==> src/shared/ssm_pkg.sv <==
// Constants, register map and state codes of the system supervisor
// Behaviour
// Supply monitor reset holds all logic asynchronously
// On request high means on, low off
// After reset sample request, stay off while low
// Brown-out parks mirrors then goes power-safe
// Rail monitors combine into one good signal
// Two fully independent windowed watchdogs
// Programmed values set window open and close
// Rising edge starts and restarts window timing
// Edge before window opens raises error
// Window closing without edge raises error
// Partner drives heartbeat and sequence start lines
// Each temperature monitor gives warning and error
// Warning may raise interrupt when configured
// Over-temperature shuts down until request toggles
// No power-on progress while warning active
// Temperature bits readable on both serial ports
// Internal versus external clock ratio readable
// Two serial targets, control port reads writes
// Monitor port read-only, reads every register
// Frame spans select low to select high
// Monitor port captures data on clock rise
// Partner always sends complete monitor transactions
// Enabled watchdog error returns system to off
// Ratio is four bits, mid-scale means nominal
// Asynchronous inputs pass two flip-flops first
// Sticky error flags, software cleared, drive interrupt
`default_nettype none
package ssm_pkg;
  localparam int unsigned CORE_HZ = 10_000_000;
  localparam int unsigned TICK_HZ = 2_000_000;
  localparam int unsigned TICK_DIV = CORE_HZ / TICK_HZ;
  localparam logic [2:0] TICK_LAST = 3'(TICK_DIV - 1);
  localparam int unsigned PARK_TIME_US = 100;
  localparam int unsigned PARK_CYC = PARK_TIME_US * (CORE_HZ / 1_000_000);
  localparam logic [9:0] PARK_LAST = 10'(PARK_CYC - 1);
  localparam logic [3:0] RATIO_WIN_LAST = 4'h8;
  localparam int unsigned RATIO_SHIFT = 4;
  localparam logic [8:0] RATIO_EDGE_MAX = 9'h1FF;
  localparam logic [3:0] RATIO_FULL = 4'hF;
  localparam logic [4:0] SPI_CMD_LAST = 5'h07;
  localparam logic [4:0] SPI_FRAME_LAST = 5'h17;
  localparam logic [4:0] SPI_FRAME_BITS = 5'h18;
  localparam int unsigned SPI_WR_BIT = 7;
  localparam int unsigned PORT_CTL = 0;
  localparam int unsigned PORT_MON = 1;
  localparam logic [6:0] REG_CTRL = 7'h00;
  localparam logic [6:0] REG_WD_BASE = 7'h01;
  localparam logic [6:0] REG_STATUS = 7'h05;
  localparam logic [6:0] REG_MONITOR = 7'h06;
  localparam int unsigned CTRL_WD1_EN = 0;
  localparam int unsigned CTRL_WD2_EN = 1;
  localparam int unsigned CTRL_WARN_IE = 2;
  localparam int unsigned CTRL_WD_IE = 3;
  localparam int unsigned CTRL_CYCLE = 4;
  localparam logic [4:0] CTRL_RST = 5'h00;
  localparam int unsigned ST_WD1 = 0;
  localparam int unsigned ST_WD2 = 1;
  localparam int unsigned ST_WARN = 2;
  localparam int unsigned ST_TERR = 3;
  localparam logic [15:0] WD_OPEN_RST = 16'h000A;
  localparam logic [15:0] WD_CLOSE_RST = 16'h0064;
  localparam int unsigned SY_ON = 0;
  localparam int unsigned SY_MAIN = 1;
  localparam int unsigned SY_WD = 2;
  localparam int unsigned SY_SEQCLK = 4;
  localparam int unsigned SY_RAIL = 5;
  localparam int unsigned SY_WARN = 9;
  localparam int unsigned SY_TERR = 11;
  localparam int unsigned SY_SCLK = 13;
  localparam int unsigned SY_SEL = 15;
  localparam int unsigned SY_MOSI = 17;
  localparam int unsigned SY_W = 19;
  typedef enum logic [4:0] {
    ST_OFF = 5'h01,
    ST_RAMP = 5'h02,
    ST_ACTIVE = 5'h04,
    ST_PARK = 5'h08,
    ST_SHUT = 5'h10
  } ssm_state_t;
endpackage
`default_nettype wire
==> src/hw/ssm_supervisor.sv <==
// System supervisor: power state, monitors, watchdogs, serial ports, bus slave
//
// Local design decisions: register access over Avalon-MM and the address map.
`default_nettype none
module ssm_supervisor (
  input wire logic core_clk,
  input wire logic arst_n,
  input wire logic system_on_request,
  input wire logic main_supply_sense,
  input wire logic [3:0] rail_good,
  input wire logic heartbeat_watch_in,
  input wire logic sequence_watch_in,
  input wire logic sequencer_clock_in,
  input wire logic [1:0] temp_warn_in,
  input wire logic [1:0] temp_err_in,
  input wire logic [1:0] spi_sclk,
  input wire logic [1:0] port_select_n,
  input wire logic [1:0] spi_mosi,
  output logic [1:0] spi_miso,
  output logic [1:0] spi_miso_oe_n,
  input wire logic [4:0] avs_address,
  input wire logic avs_read,
  input wire logic avs_write,
  input wire logic [31:0] avs_writedata,
  output logic [31:0] avs_readdata,
  output logic avs_waitrequest,
  output logic combined_rail_good,
  output logic rail_enable,
  output logic controller_reset_n,
  output logic park_n,
  output logic irq
);
  typedef struct packed {
    logic [ssm_pkg::SY_W-1:0] s1;
    logic [ssm_pkg::SY_W-1:0] s2;
    logic seqclk_prev;
    logic [1:0] sclk_prev;
    logic [1:0] sel_prev;
    ssm_pkg::ssm_state_t state;
    logic [9:0] park_cnt;
    logic [2:0] tick_div;
    logic tick;
    logic [4:0] ctrl;
    logic [1:0][15:0] wd_open;
    logic [1:0][15:0] wd_close;
    logic [3:0] status;
    logic [3:0] ratio_ticks;
    logic [8:0] ratio_edges;
    logic [3:0] ratio;
    logic [1:0][4:0] bit_cnt;
    logic [1:0][15:0] sh_in;
    logic [1:0][7:0] cmd;
    logic [1:0][15:0] sh_out;
    logic [1:0] miso;
    logic [1:0] oe_n;
    logic wait_r;
    logic [15:0] rdata;
    logic good;
    logic rail_en;
    logic rst_n;
    logic park_n;
    logic irq;
  } ssm_top_t;

  ssm_top_t q;
  ssm_top_t n;
  logic [ssm_pkg::SY_W-1:0] raw;
  logic [1:0] wd_err;
  logic warn;
  logic terr;
  logic wd_fault;

  assign raw = {spi_mosi, port_select_n, spi_sclk, temp_err_in, temp_warn_in, rail_good,
                sequencer_clock_in, sequence_watch_in, heartbeat_watch_in,
                main_supply_sense, system_on_request};
  assign warn = |q.s2[ssm_pkg::SY_WARN +: 2];
  assign terr = |q.s2[ssm_pkg::SY_TERR +: 2];
  assign wd_fault = (wd_err[0] & q.ctrl[ssm_pkg::CTRL_WD1_EN])
                  | (wd_err[1] & q.ctrl[ssm_pkg::CTRL_WD2_EN]);

  ////////////////////////////////////////////////////////////////////////////
  // Watchdogs

  genvar gw;
  generate
    for (gw = 0; gw < 2; gw++) begin : g_wd
      ssm_watchdog u_wd (
        .core_clk(core_clk),
        .arst_n(arst_n),
        .tick(q.tick),
        .enable(q.ctrl[ssm_pkg::CTRL_WD1_EN + gw]),
        .watch_in(q.s2[ssm_pkg::SY_WD + gw]),
        .open_ticks(q.wd_open[gw]),
        .close_ticks(q.wd_close[gw]),
        .err(wd_err[gw])
      );
    end
  endgenerate

  ////////////////////////////////////////////////////////////////////////////
  // Register read mux, shared by both serial ports and the bus

  function automatic logic [15:0] reg_read(logic [6:0] idx, ssm_top_t s);
    logic [15:0] d;
    d = 16'h0000;
    if (idx == ssm_pkg::REG_CTRL) begin
      d = {11'h000, s.ctrl};
    end else if (idx == ssm_pkg::REG_STATUS) begin
      d = {12'h000, s.status};
    end else if (idx == ssm_pkg::REG_MONITOR) begin
      d = {s.ratio,
           s.s2[ssm_pkg::SY_TERR + 1], s.s2[ssm_pkg::SY_WARN + 1],
           s.s2[ssm_pkg::SY_TERR], s.s2[ssm_pkg::SY_WARN],
           s.good, s.s2[ssm_pkg::SY_ON], s.s2[ssm_pkg::SY_MAIN], s.state};
    end else begin
      for (int w = 0; w < 2; w++) begin
        if (idx == ssm_pkg::REG_WD_BASE + 7'(2 * w)) begin
          d = s.wd_open[w];
        end
        if (idx == ssm_pkg::REG_WD_BASE + 7'(2 * w + 1)) begin
          d = s.wd_close[w];
        end
      end
    end
    return d;
  endfunction

  ////////////////////////////////////////////////////////////////////////////
  // Next state

  always_comb begin
    logic [1:0] we;
    logic [1:0][6:0] widx;
    logic [1:0][15:0] wdat;
    logic [3:0] clr;
    logic [3:0] set;
    logic [15:0] word;
    logic rise;
    logic fall;
    logic sel;
    we = 2'h0;
    widx = '0;
    wdat = '0;
    clr = 4'h0;
    set = 4'h0;
    word = 16'h0000;
    rise = 1'b0;
    fall = 1'b0;
    sel = 1'b0;
    n = q;
    n.s1 = raw;
    n.s2 = q.s1;
    n.seqclk_prev = q.s2[ssm_pkg::SY_SEQCLK];
    n.sclk_prev = q.s2[ssm_pkg::SY_SCLK +: 2];
    n.sel_prev = q.s2[ssm_pkg::SY_SEL +: 2];
    n.ctrl[ssm_pkg::CTRL_CYCLE] = 1'b0;

    // Internal oscillator rate as a one-cycle enable
    n.tick = 1'b0;
    if (q.tick_div == ssm_pkg::TICK_LAST) begin
      n.tick_div = 3'h0;
      n.tick = 1'b1;
    end else begin
      n.tick_div = q.tick_div + 3'h1;
    end

    // Clock ratio: external edges over a window of internal ticks
    if (q.s2[ssm_pkg::SY_SEQCLK] && !q.seqclk_prev && q.ratio_edges != ssm_pkg::RATIO_EDGE_MAX) begin
      n.ratio_edges = q.ratio_edges + 9'h001;
    end
    if (q.tick) begin
      if (q.ratio_ticks == ssm_pkg::RATIO_WIN_LAST) begin
        n.ratio_ticks = 4'h0;
        n.ratio_edges = 9'h000;
        if (|(q.ratio_edges >> (ssm_pkg::RATIO_SHIFT + 4))) begin
          n.ratio = ssm_pkg::RATIO_FULL;
        end else begin
          n.ratio = 4'(q.ratio_edges >> ssm_pkg::RATIO_SHIFT);
        end
      end else begin
        n.ratio_ticks = q.ratio_ticks + 4'h1;
      end
    end

    // Serial target ports: mode 0, MSB first, 8-bit command then 16 data bits
    for (int p = 0; p < 2; p++) begin
      sel = ~q.s2[ssm_pkg::SY_SEL + p];
      rise = q.s2[ssm_pkg::SY_SCLK + p] & ~q.sclk_prev[p];
      fall = ~q.s2[ssm_pkg::SY_SCLK + p] & q.sclk_prev[p];
      if (!sel) begin
        n.bit_cnt[p] = 5'h00;
        n.oe_n[p] = 1'b1;
      end else begin
        n.oe_n[p] = 1'b0;
        if (q.sel_prev[p]) begin
          n.bit_cnt[p] = 5'h00;
        end else if (rise && q.bit_cnt[p] != ssm_pkg::SPI_FRAME_BITS) begin
          word = {q.sh_in[p][14:0], q.s2[ssm_pkg::SY_MOSI + p]};
          n.sh_in[p] = word;
          n.bit_cnt[p] = q.bit_cnt[p] + 5'h01;
          if (q.bit_cnt[p] == ssm_pkg::SPI_CMD_LAST) begin
            n.cmd[p] = word[7:0];
            n.sh_out[p] = reg_read(word[6:0], q);
          end
          if (q.bit_cnt[p] == ssm_pkg::SPI_FRAME_LAST && p == ssm_pkg::PORT_CTL
              && q.cmd[p][ssm_pkg::SPI_WR_BIT]) begin
            we[0] = 1'b1;
            widx[0] = q.cmd[p][6:0];
            wdat[0] = word;
          end
        end
        if (fall && q.bit_cnt[p] > ssm_pkg::SPI_CMD_LAST) begin
          n.miso[p] = q.sh_out[p][15];
          n.sh_out[p] = {q.sh_out[p][14:0], 1'b0};
        end
      end
    end

    // Bus slave: one wait cycle, then the answer
    n.wait_r = 1'b1;
    if ((avs_read || avs_write) && q.wait_r) begin
      n.wait_r = 1'b0;
      n.rdata = avs_read ? reg_read({4'h0, avs_address[4:2]}, q) : 16'h0000;
    end
    if (avs_write && !q.wait_r) begin
      we[1] = 1'b1;
      widx[1] = {4'h0, avs_address[4:2]};
      wdat[1] = avs_writedata[15:0];
    end

    // Register writes, bus after control port
    for (int s = 0; s < 2; s++) begin
      if (we[s]) begin
        if (widx[s] == ssm_pkg::REG_CTRL) begin
          n.ctrl = wdat[s][4:0];
        end
        if (widx[s] == ssm_pkg::REG_STATUS) begin
          clr = clr | wdat[s][3:0];
        end
        for (int w = 0; w < 2; w++) begin
          if (widx[s] == ssm_pkg::REG_WD_BASE + 7'(2 * w)) begin
            n.wd_open[w] = wdat[s];
          end
          if (widx[s] == ssm_pkg::REG_WD_BASE + 7'(2 * w + 1)) begin
            n.wd_close[w] = wdat[s];
          end
        end
      end
    end

    // Sticky flags, a new event beats a clear
    set[ssm_pkg::ST_WD1] = wd_err[0];
    set[ssm_pkg::ST_WD2] = wd_err[1];
    set[ssm_pkg::ST_WARN] = warn;
    set[ssm_pkg::ST_TERR] = terr;
    n.status = (q.status & ~clr) | set;

    // Power state
    n.good = &q.s2[ssm_pkg::SY_RAIL +: 4];
    unique case (q.state)
      ssm_pkg::ST_OFF: begin
        if (q.s2[ssm_pkg::SY_ON] && q.s2[ssm_pkg::SY_MAIN] && !warn) begin
          n.state = ssm_pkg::ST_RAMP;
        end
      end
      ssm_pkg::ST_RAMP: begin
        if (terr) begin
          n.state = ssm_pkg::ST_SHUT;
        end else if (!q.s2[ssm_pkg::SY_MAIN]) begin
          n.state = ssm_pkg::ST_OFF;
        end else if (q.good && !warn) begin
          n.state = ssm_pkg::ST_ACTIVE;
        end
      end
      ssm_pkg::ST_ACTIVE: begin
        if (terr) begin
          n.state = ssm_pkg::ST_SHUT;
        end else if (wd_fault) begin
          n.state = ssm_pkg::ST_OFF;
        end else if (!q.s2[ssm_pkg::SY_MAIN] || !q.s2[ssm_pkg::SY_ON] || !q.good
                     || q.ctrl[ssm_pkg::CTRL_CYCLE]) begin
          n.state = ssm_pkg::ST_PARK;
          n.park_cnt = 10'h000;
        end
      end
      ssm_pkg::ST_PARK: begin
        if (terr) begin
          n.state = ssm_pkg::ST_SHUT;
        end else if (q.park_cnt == ssm_pkg::PARK_LAST) begin
          n.state = ssm_pkg::ST_OFF;
        end else begin
          n.park_cnt = q.park_cnt + 10'h001;
        end
      end
      ssm_pkg::ST_SHUT: begin
        if (!q.s2[ssm_pkg::SY_ON]) begin
          n.state = ssm_pkg::ST_OFF;
        end
      end
      default: begin
        n.state = ssm_pkg::ST_OFF;
      end
    endcase
    n.rail_en = n.state inside {ssm_pkg::ST_RAMP, ssm_pkg::ST_ACTIVE, ssm_pkg::ST_PARK};
    n.rst_n = n.state == ssm_pkg::ST_ACTIVE;
    n.park_n = n.state != ssm_pkg::ST_PARK;
    n.irq = (|n.status[ssm_pkg::ST_WD1 +: 2] & n.ctrl[ssm_pkg::CTRL_WD_IE])
          | (|n.status[ssm_pkg::ST_WARN +: 2] & n.ctrl[ssm_pkg::CTRL_WARN_IE]);
  end

  ////////////////////////////////////////////////////////////////////////////
  // State register

  always_ff @(posedge core_clk or negedge arst_n) begin
    if (!arst_n) begin
      q <= '0;
      q.state <= ssm_pkg::ST_OFF;
      q.ctrl <= ssm_pkg::CTRL_RST;
      q.wd_open <= {2{ssm_pkg::WD_OPEN_RST}};
      q.wd_close <= {2{ssm_pkg::WD_CLOSE_RST}};
      q.sclk_prev <= 2'h0;
      q.sel_prev <= 2'h3;
      q.s1 <= '0;
      q.s2 <= '0;
      // Select lines idle high, no false frame after reset
      q.s1[ssm_pkg::SY_SEL +: 2] <= 2'h3;
      q.s2[ssm_pkg::SY_SEL +: 2] <= 2'h3;
      q.oe_n <= 2'h3;
      q.wait_r <= 1'b1;
      q.park_n <= 1'b1;
    end else begin
      q <= n;
    end
  end

  assign spi_miso = q.miso;
  assign spi_miso_oe_n = q.oe_n;
  assign avs_readdata = {16'h0000, q.rdata};
  assign avs_waitrequest = q.wait_r;
  assign combined_rail_good = q.good;
  assign rail_enable = q.rail_en;
  assign controller_reset_n = q.rst_n;
  assign park_n = q.park_n;
  assign irq = q.irq;

  ////////////////////////////////////////////////////////////////////////////
  // Checks

  logic we_ctl_any;
  assign we_ctl_any = ~q.s2[ssm_pkg::SY_SEL + ssm_pkg::PORT_CTL];
endmodule
`default_nettype wire

==> src/hw/ssm_watchdog.sv <==
// Windowed watchdog: one input, one error pulse
`default_nettype none
module ssm_watchdog (
  input wire logic core_clk,
  input wire logic arst_n,
  input wire logic tick,
  input wire logic enable,
  input wire logic watch_in,
  input wire logic [15:0] open_ticks,
  input wire logic [15:0] close_ticks,
  output logic err
);
  typedef struct packed {
    logic prev;
    logic armed;
    logic [15:0] cnt;
    logic err;
  } ssm_wd_t;

  ssm_wd_t q;
  ssm_wd_t n;
  logic rise;

  assign rise = watch_in & ~q.prev;
  assign err = q.err;

  always_comb begin
    n = q;
    n.err = 1'b0;
    n.prev = watch_in;
    if (!enable) begin
      n.armed = 1'b0;
      n.cnt = 16'h0000;
    end else if (rise) begin
      if (q.armed && q.cnt < open_ticks) begin
        n.err = 1'b1;
      end
      n.armed = 1'b1;
      n.cnt = 16'h0000;
    end else if (q.armed && tick) begin
      if (q.cnt >= close_ticks) begin
        n.err = 1'b1;
        n.armed = 1'b0;
      end else begin
        n.cnt = q.cnt + 16'h0001;
      end
    end
  end

  always_ff @(posedge core_clk or negedge arst_n) begin
    if (!arst_n) begin
      q <= '0;
    end else begin
      q <= n;
    end
  end
endmodule
`default_nettype wire

==> config.mk <==
export PLATFORM = sky130hd
export DESIGN_NAME = ssm_supervisor
export DESIGN_NICKNAME = d
export VERILOG_FILES = /design/src/shared/ssm_pkg.sv /design/src/hw/ssm_supervisor.sv /design/src/hw/ssm_watchdog.sv
export SDC_FILE = /design/constraint.sdc
export NUM_CORES = 1
export LEC_CHECK = 0
export BUFFER_PORTS_ARGS = -buffer_cell sky130_fd_sc_hd__buf_4
export CORE_UTILIZATION = 40
export DETAILED_ROUTE_END_ITERATION = 8
export SLEW_MARGIN = 10
export SYNTH_ARGS = -nofsm -noshare
export SYNTH_HDL_FRONTEND = slang
export SYNTH_SLANG_ARGS = --single-unit
==> constraint.sdc <==
create_clock -name core_clk -period 4.62 [get_ports core_clk]
set_input_delay 0.462 -clock core_clk [delete_from_list [all_inputs] [get_ports core_clk]]
set_output_delay 0.462 -clock core_clk [all_outputs]
set_load 0.01 [all_outputs]
==> impl_metrics.toml, run 1 <==
[cts]
post_cts_resized = 0
post_cts_buffers = 0
hold_buffers = 13
clock_sinks = 285
tritoncts = "yes"
cts_root_buf = "clkbuf_16"
clkLatencyLatePin_ns = 0.55
cts_buffers = 34
clkSlewWorstSetupHoldPaths_ns = 0.06
clk_path_buf_depth = 3
htreeDepth = 2

[synthesis]
yosys.cell_count.top_type = "dfrtp_1"
synthFlopType = "dfrtp_1"
async_reset_ff_share_pct = 100
synth_area_per_cell_um2 = 9.31
ys_warn_count = 0
yosys_register_bits = 285
yosys.area.top_type = "dfrtp_1"
syn_inst = 1761
yosys-top-cells-area = "dfrtp_1 41%, mux2i_1 6.7%, ha_1 5.7%"
synth_edf_count = 0
yosysSeqAreaShare_pct = 43.6
synthTopCellsByCount = "266 x dfrtp_1, 204 x nand2_1, 152 x o21ai_0, 114 x nor2_1, 110 x mux2i_1"
ys_types = 82
synth_top_area_share_pct = 40.6
synth_area_um2 = 16400

[critical_path]
path_max_fanout = 5
arrival_ns = 3.57
cp-start-kind = "register"
r2r_cells = 8
required_ns = 5.08
reg2reg_slack_ns = 1.51
critical_path_class = "register to register"
r2r-end = "g_wd[0].u_wd.q[9]"
r2r-start = "q[142]"
worstSetupEndpointType = "register"

[worst_hold_path]
min_to = "n[240]"
hold_path.class = "primary input to register"
whs_path_depth = 1
min_from = "temp_warn_in[1]"

[cells_and_area]
num-fill-cells = 3815
layout.cells.non_filler = 2322
area_growth_pct = 12.5
diodes = 0
drive_above_1_share_pct = 11.9
nets = 1906

[drt]
via_count = 13400
detail-route-antenna-nets = 0
remaining_drc_errors = 0
drt-total-wl_um = 47400
via_per_inst = 5.79
drt-wirelength-per-cell_um = 20.4
drtPass1Iterations = 6
drtIter0Drc = 1233

[outcome]
status = "finished, final reports clean"

[timing]
fin_skew_ns = 0.0251
finalCriticalPeriod_ns = 3.11
setup_tns_ns = 0
hold_viol_final = 0
max_freq_ghz = 0.322
drv_slew = 0
whs_ns = 0.0314
slew-limit-headroom_pct = 19.5
setup_viol = 0
final.period_utilization_pct = 67.3
worst_slack_ns = 1.51
worst_pin_slew_ns = 1.21
rsz0062_at_grt = "false"

[place]
pre_cts_ws_ns = 1.59
dp_hpwl_um = 34500
port_buffers = 67
dp_cells = 2247
gp_routability_congestion = 0.928

[power_and_ir_drop]
power_density_nw_per_um2 = 427
leakagePower_nw = 8.50
ir_drop_mv = 0.247

[global_routing]
gr-total-overflow = 0
grt_max_degree = 102
grt_pass1_vias = 12500
grt_antenna_before_repair = 0
grtUsageTotal_pct = 22.8
grt_pass1_wl_um = 73300

[floorplanning]
die_area_um2 = 41800
ioPinCount = 102
core_area_um2 = 40100
die_h_um = 204
start_util_pct = 40.9
placementRows = 73
die_w_um = 204

[run]
cap_violations = 0
==> worst max path at each step <==
stage                         to  cells after the start  startpoint  slack, ns
3_3_place_gp   g_wd[0].u_wd.q[7]                      8      q[142]       1.55
6_report       g_wd[0].u_wd.q[9]                      8      q[142]       1.51
2_1_floorplan  g_wd[0].u_wd.q[9]                      8      q[142]       2.06
5_1_grt        g_wd[0].u_wd.q[9]                      8      q[142]       1.27
4_1_cts        g_wd[0].u_wd.q[9]                      8      q[142]       1.55
3_5_place_dp   g_wd[0].u_wd.q[7]                      8      q[142]       1.59
==> layer usage <==
| metal | GRT usage (%) | routed length [um] | part of all wire, % |
|---|---|---|---|
| met3 | 3.09 | 3340 | 7.0 |
| met2 | 33.7 | 20600 | 43 |
| met4 | 7.84 | 1340 | 2.8 |
| met1 | 33.8 | 22100 | 47 |
| met5 | 0 | 0 | 0 |
==> critical path, stage by stage (launching register included) <==
cell       delay [ns]
dfstp_2          0.59
inv_1            0.06
ha_1             0.31
a2111oi_0        0.36
o21ai_0          0.27
a211oi_1         0.61
nor2_1           0.23
or4_1            0.51
nand2_1          0.08
==> metrics by stage <==
stage          util, %  power, mW  cell area, um^2
2_1_floorplan        -       4.28            16500
3_3_place_gp      42.6       4.92            17100
3_5_place_dp      42.6       4.96            17100
4_1_cts           46.0       7.90            18400
5_1_grt           46.0       8.25            18400
6_report          46.0       7.88            18400
==> power breakdown <==
group / switching (mW) / internal [mW] / leakage, nW
clock network: 1.10 / 1.80 / 0.594
registers: 0.574 / 2.79 / 3.63
logic: 0.926 / 0.694 / 4.27
total: 2.60 / 5.28 / 8.50
==> cell type report <==
cell class	count	area, um^2	share of cell area [%]
Clock buffer	46	956	5.18
Clock inverter	16	251	1.36
Inverter	84	315	1.71
Multi-Input combinational cell	1266	8300	45.0
Sequential cell	285	7160	38.8
Tap cell	525	657	3.56
Timing Repair Buffer	100	803	4.36
==> cell usage in the layout (no fill, tap or decap), types with 34 or more instances in the layout <==
cell         n
mux2i_1    110
nand2_1    204
a21oi_1    106
nor2_1     114
buf_4       85
ha_1        75
a22oi_1     47
inv_1       83
dfrtp_1    266
clkbuf_16   34
o21ai_0    152
==> logic make-up (layout without fill, tap and decap cells) <==
family                   Yosys count  count (layout)  share of synthesized area (%)
buffers and inverters            225             246                           6.15
multiplexers                     142             142                           8.98
AND/OR/NAND/NOR                  520             520                           15.4
adder cells (fa/ha/maj)           75              75                           5.72
other                              1              16                         0.0229
XOR/XNOR                          32              32                           1.71
AO/OA/AOI/OAI                    481             481                           18.4
flip-flops                       285             285                           43.6
==> sequential cells by signal, indices dropped and copies added, names as in the netlist <==
register            cells
avs_readdata           16
avs_waitrequest         1
combined_rail_good      1
controller_reset_n      1
g_wd.u_wd.err           2
g_wd.u_wd.q            36
irq                     1
n                      24
park_n                  1
q                     197
rail_enable             1
spi_miso                2
spi_miso_oe_n           2
Power figures use the tool's default switching activity.
==> inputs of run 2 (changes only) <==
ABC_AREA = 1   (was default)
clock period = 3.25 ns   (was 4.62 ns; I/O delays follow)
==> impl_metrics.toml, run 2 <==
[place]
gp_routability_congestion = 1.01
pre_cts_ws_ns = 0.627
dp_hpwl_um = 41300
port_buffers = 67
dpl_cell_area_um2 = 17800

[cts]
cts_root_buf = "clkbuf_16"
clk_path_buf_depth = 3
post_cts_buffers = 0
cts_buffers = 35
clkLatencyLatePin_ns = 0.56
htreeDepth = 2
clock_sinks = 285
clkSlewWorstSetupHoldPaths_ns = 0.06
tritoncts = "yes"

[critical_path]
required_ns = 3.69
path_max_fanout = 23
worstSetupEndpointType = "register"
cp-start-kind = "register"
r2r_cells = 9
arrival_ns = 3.09
critical_path_class = "register to register"

[outcome]
violations = "DRC"
status = "complete, but fails checks"

[power_and_ir_drop]
power_density_nw_per_um2 = 577
ir_drop_mv = 0.476
leakagePower_nw = 9.47

[timing]
rsz0062_at_grt = "false"
hold_viol_final = 0
worst_pin_slew_ns = 0.837
max_freq_ghz = 0.377
setup_tns_ns = 0
slew-limit-headroom_pct = 44.2
worst_slack_ns = 0.596
fin_skew_ns = 0.0248
final.period_utilization_pct = 81.6
setup_viol = 0
finalCriticalPeriod_ns = 2.65
whs_ns = 0.0261
drv_slew = 0

[synthesis]
synth_area_per_cell_um2 = 7.66
yosys.area.top_type = "dfrtp_1"
yosys.cell_count.top_type = "nand2_1"
synthFlopType = "dfrtp_1"
synth_area_um2 = 16700
yosys_register_bits = 285
synthTopCellsByCount = "487 x nand2_1, 303 x inv_1, 266 x dfrtp_1, 215 x o21ai_0, 168 x nor2_1"
synth_edf_count = 0
synth_top_area_share_pct = 39.8
yosysSeqAreaShare_pct = 42.7
ys_warn_count = 0
async_reset_ff_share_pct = 100
ys_types = 46
yosys-top-cells-area = "dfrtp_1 40%, nand2_1 11%, inv_1 6.8%"
syn_inst = 2186

[drt]
via_count = 15400
drtPass1Iterations = 9
drt-wirelength-per-cell_um = 19.5
via_per_inst = 5.46
remaining_drc_errors = 6
detail-route-antenna-nets = 0
drt-total-wl_um = 54900
drtIter0Drc = 1452

[floorplanning]
ioPinCount = 102
placementRows = 74
die_w_um = 207
die_h_um = 207
die_area_um2 = 42700
start_util_pct = 40.8
core_area_um2 = 41000

[cells_and_area]
num-fill-cells = 4045
area_growth_pct = 14.3
mostFrequentLayoutCell = "nand2_1"
nets = 2395
fin_area_um2 = 19100
multi_input_area_um2 = 7870
drive_above_1_share_pct = 9.15
regArea_um2 = 7160
layout_common_cells = "487 x nand2_1, 303 x inv_1, 266 x dfrtp_1, 215 x o21ai_0, 168 x nor2_1"
regMostFlops = "q"
diodes = 0
largest_reg_flops = 197

[run]
cap_violations = 0

[worst_hold_path]
hold_path.class = "primary input to register"
whs_path_depth = 3

[global_routing]
gr-total-overflow = 0
grt_pass1_vias = 14400
grt_antenna_before_repair = 0
grt_pass1_wl_um = 85300
grt_max_degree = 95
grtUsageTotal_pct = 26.4
-- run 2: cell types whose count changed after synthesis, moves of 47 or more --
cell      change
o21ai_0      +63
a22oi_1      -47
nand3_1      +64
mux2i_1     -110
inv_1       +220
nand2_1     +283
nor2_1       +54
o211ai_1     +74
-- run 2: report_power, final --
| group | switching [mW] | total [mW] | internal [mW] | leakage (nW) |
|---|---|---|---|---|
| Combinational | 1.74 | 2.55 | 0.803 | 5.36 |
| Clock | 1.57 | 4.05 | 2.48 | 0.562 |
| Sequential | 0.499 | 4.44 | 3.94 | 3.54 |
-- run 2: cell families (layout without fill, tap and decap cells) --
| family | count (synthesis) | after routing | synth area share, % |
|---|---|---|---|
| AND/OR/NAND/NOR | 855 | 855 | 21.6 |
| AO/OA/AOI/OAI | 517 | 517 | 17.9 |
| buffers and inverters | 423 | 505 | 10.6 |
| flip-flops | 285 | 285 | 42.7 |
| adder cells (fa/ha/maj) | 75 | 75 | 5.60 |
| XOR/XNOR | 28 | 28 | 1.46 |
| multiplexers | 2 | 2 | 0.134 |
| other | 1 | 16 | 0.0224 |
-- run 2: path summary, 6_finish.rpt --
path / from / to / slack, ns
min reg2reg: n[234] / n[229] / 0.35
max: q[159] / g_wd[1].u_wd.q[7] / 0.60
min: avs_writedata[6] / q[143] / 0.03
max in group asynchronous: arst_n / q[159] / 1.90
min in group asynchronous: arst_n / n[232] / 0.42
max reg2reg: q[159] / g_wd[1].u_wd.q[7] / 0.60
-- run 2: per-stage QoR --
step                      utilization, %  power (mW)  cells
after global routing                46.7        11.6   2815
after CTS                           46.7        11.1   2815
final                               46.7        11.0   2815
after floorplan                        -        5.78   2201
after detailed placement            43.3        6.95   2735
after global placement              43.3        6.89   2735
-- run 2: critical path, stage by stage, from the launching register on --
cell,delay (ns)
dfstp_2,0.60
inv_1,0.13
ha_1,0.31
nand4_1,0.10
nor3_1,0.26
nand2_1,0.11
nand4_1,0.11
buf_4,0.17
nand2_1,0.40
o21ai_0,0.36
-- run 2: per-layer routing --
metal,part of all wire (%),GRT usage (%),vias to the layer above,routed length (um)
met5,0,0,-,0
met4,3.2,8.98,0,1780
met3,7.1,4.65,77,3910
met2,44,40.1,504,24200
met1,46,37.8,7413,25100
li1,-,-,7362,-
-- run 2: cell type report --
type	instances	area share (%)
timing repair buffer	131	5.70
multi-input combinational	1493	41.1
tap	532	3.48
inverter	314	6.16
sequential	285	37.4
clock inverter	10	1.06
clock buffer	50	5.08
-- run 2: what timing repair did --
action | CTS | global route
resized for setup | 0 | 0
hold buffers | 20 | 0
hold endpoints to repair | 105 | 0
setup endpoints to repair | 0 | 0
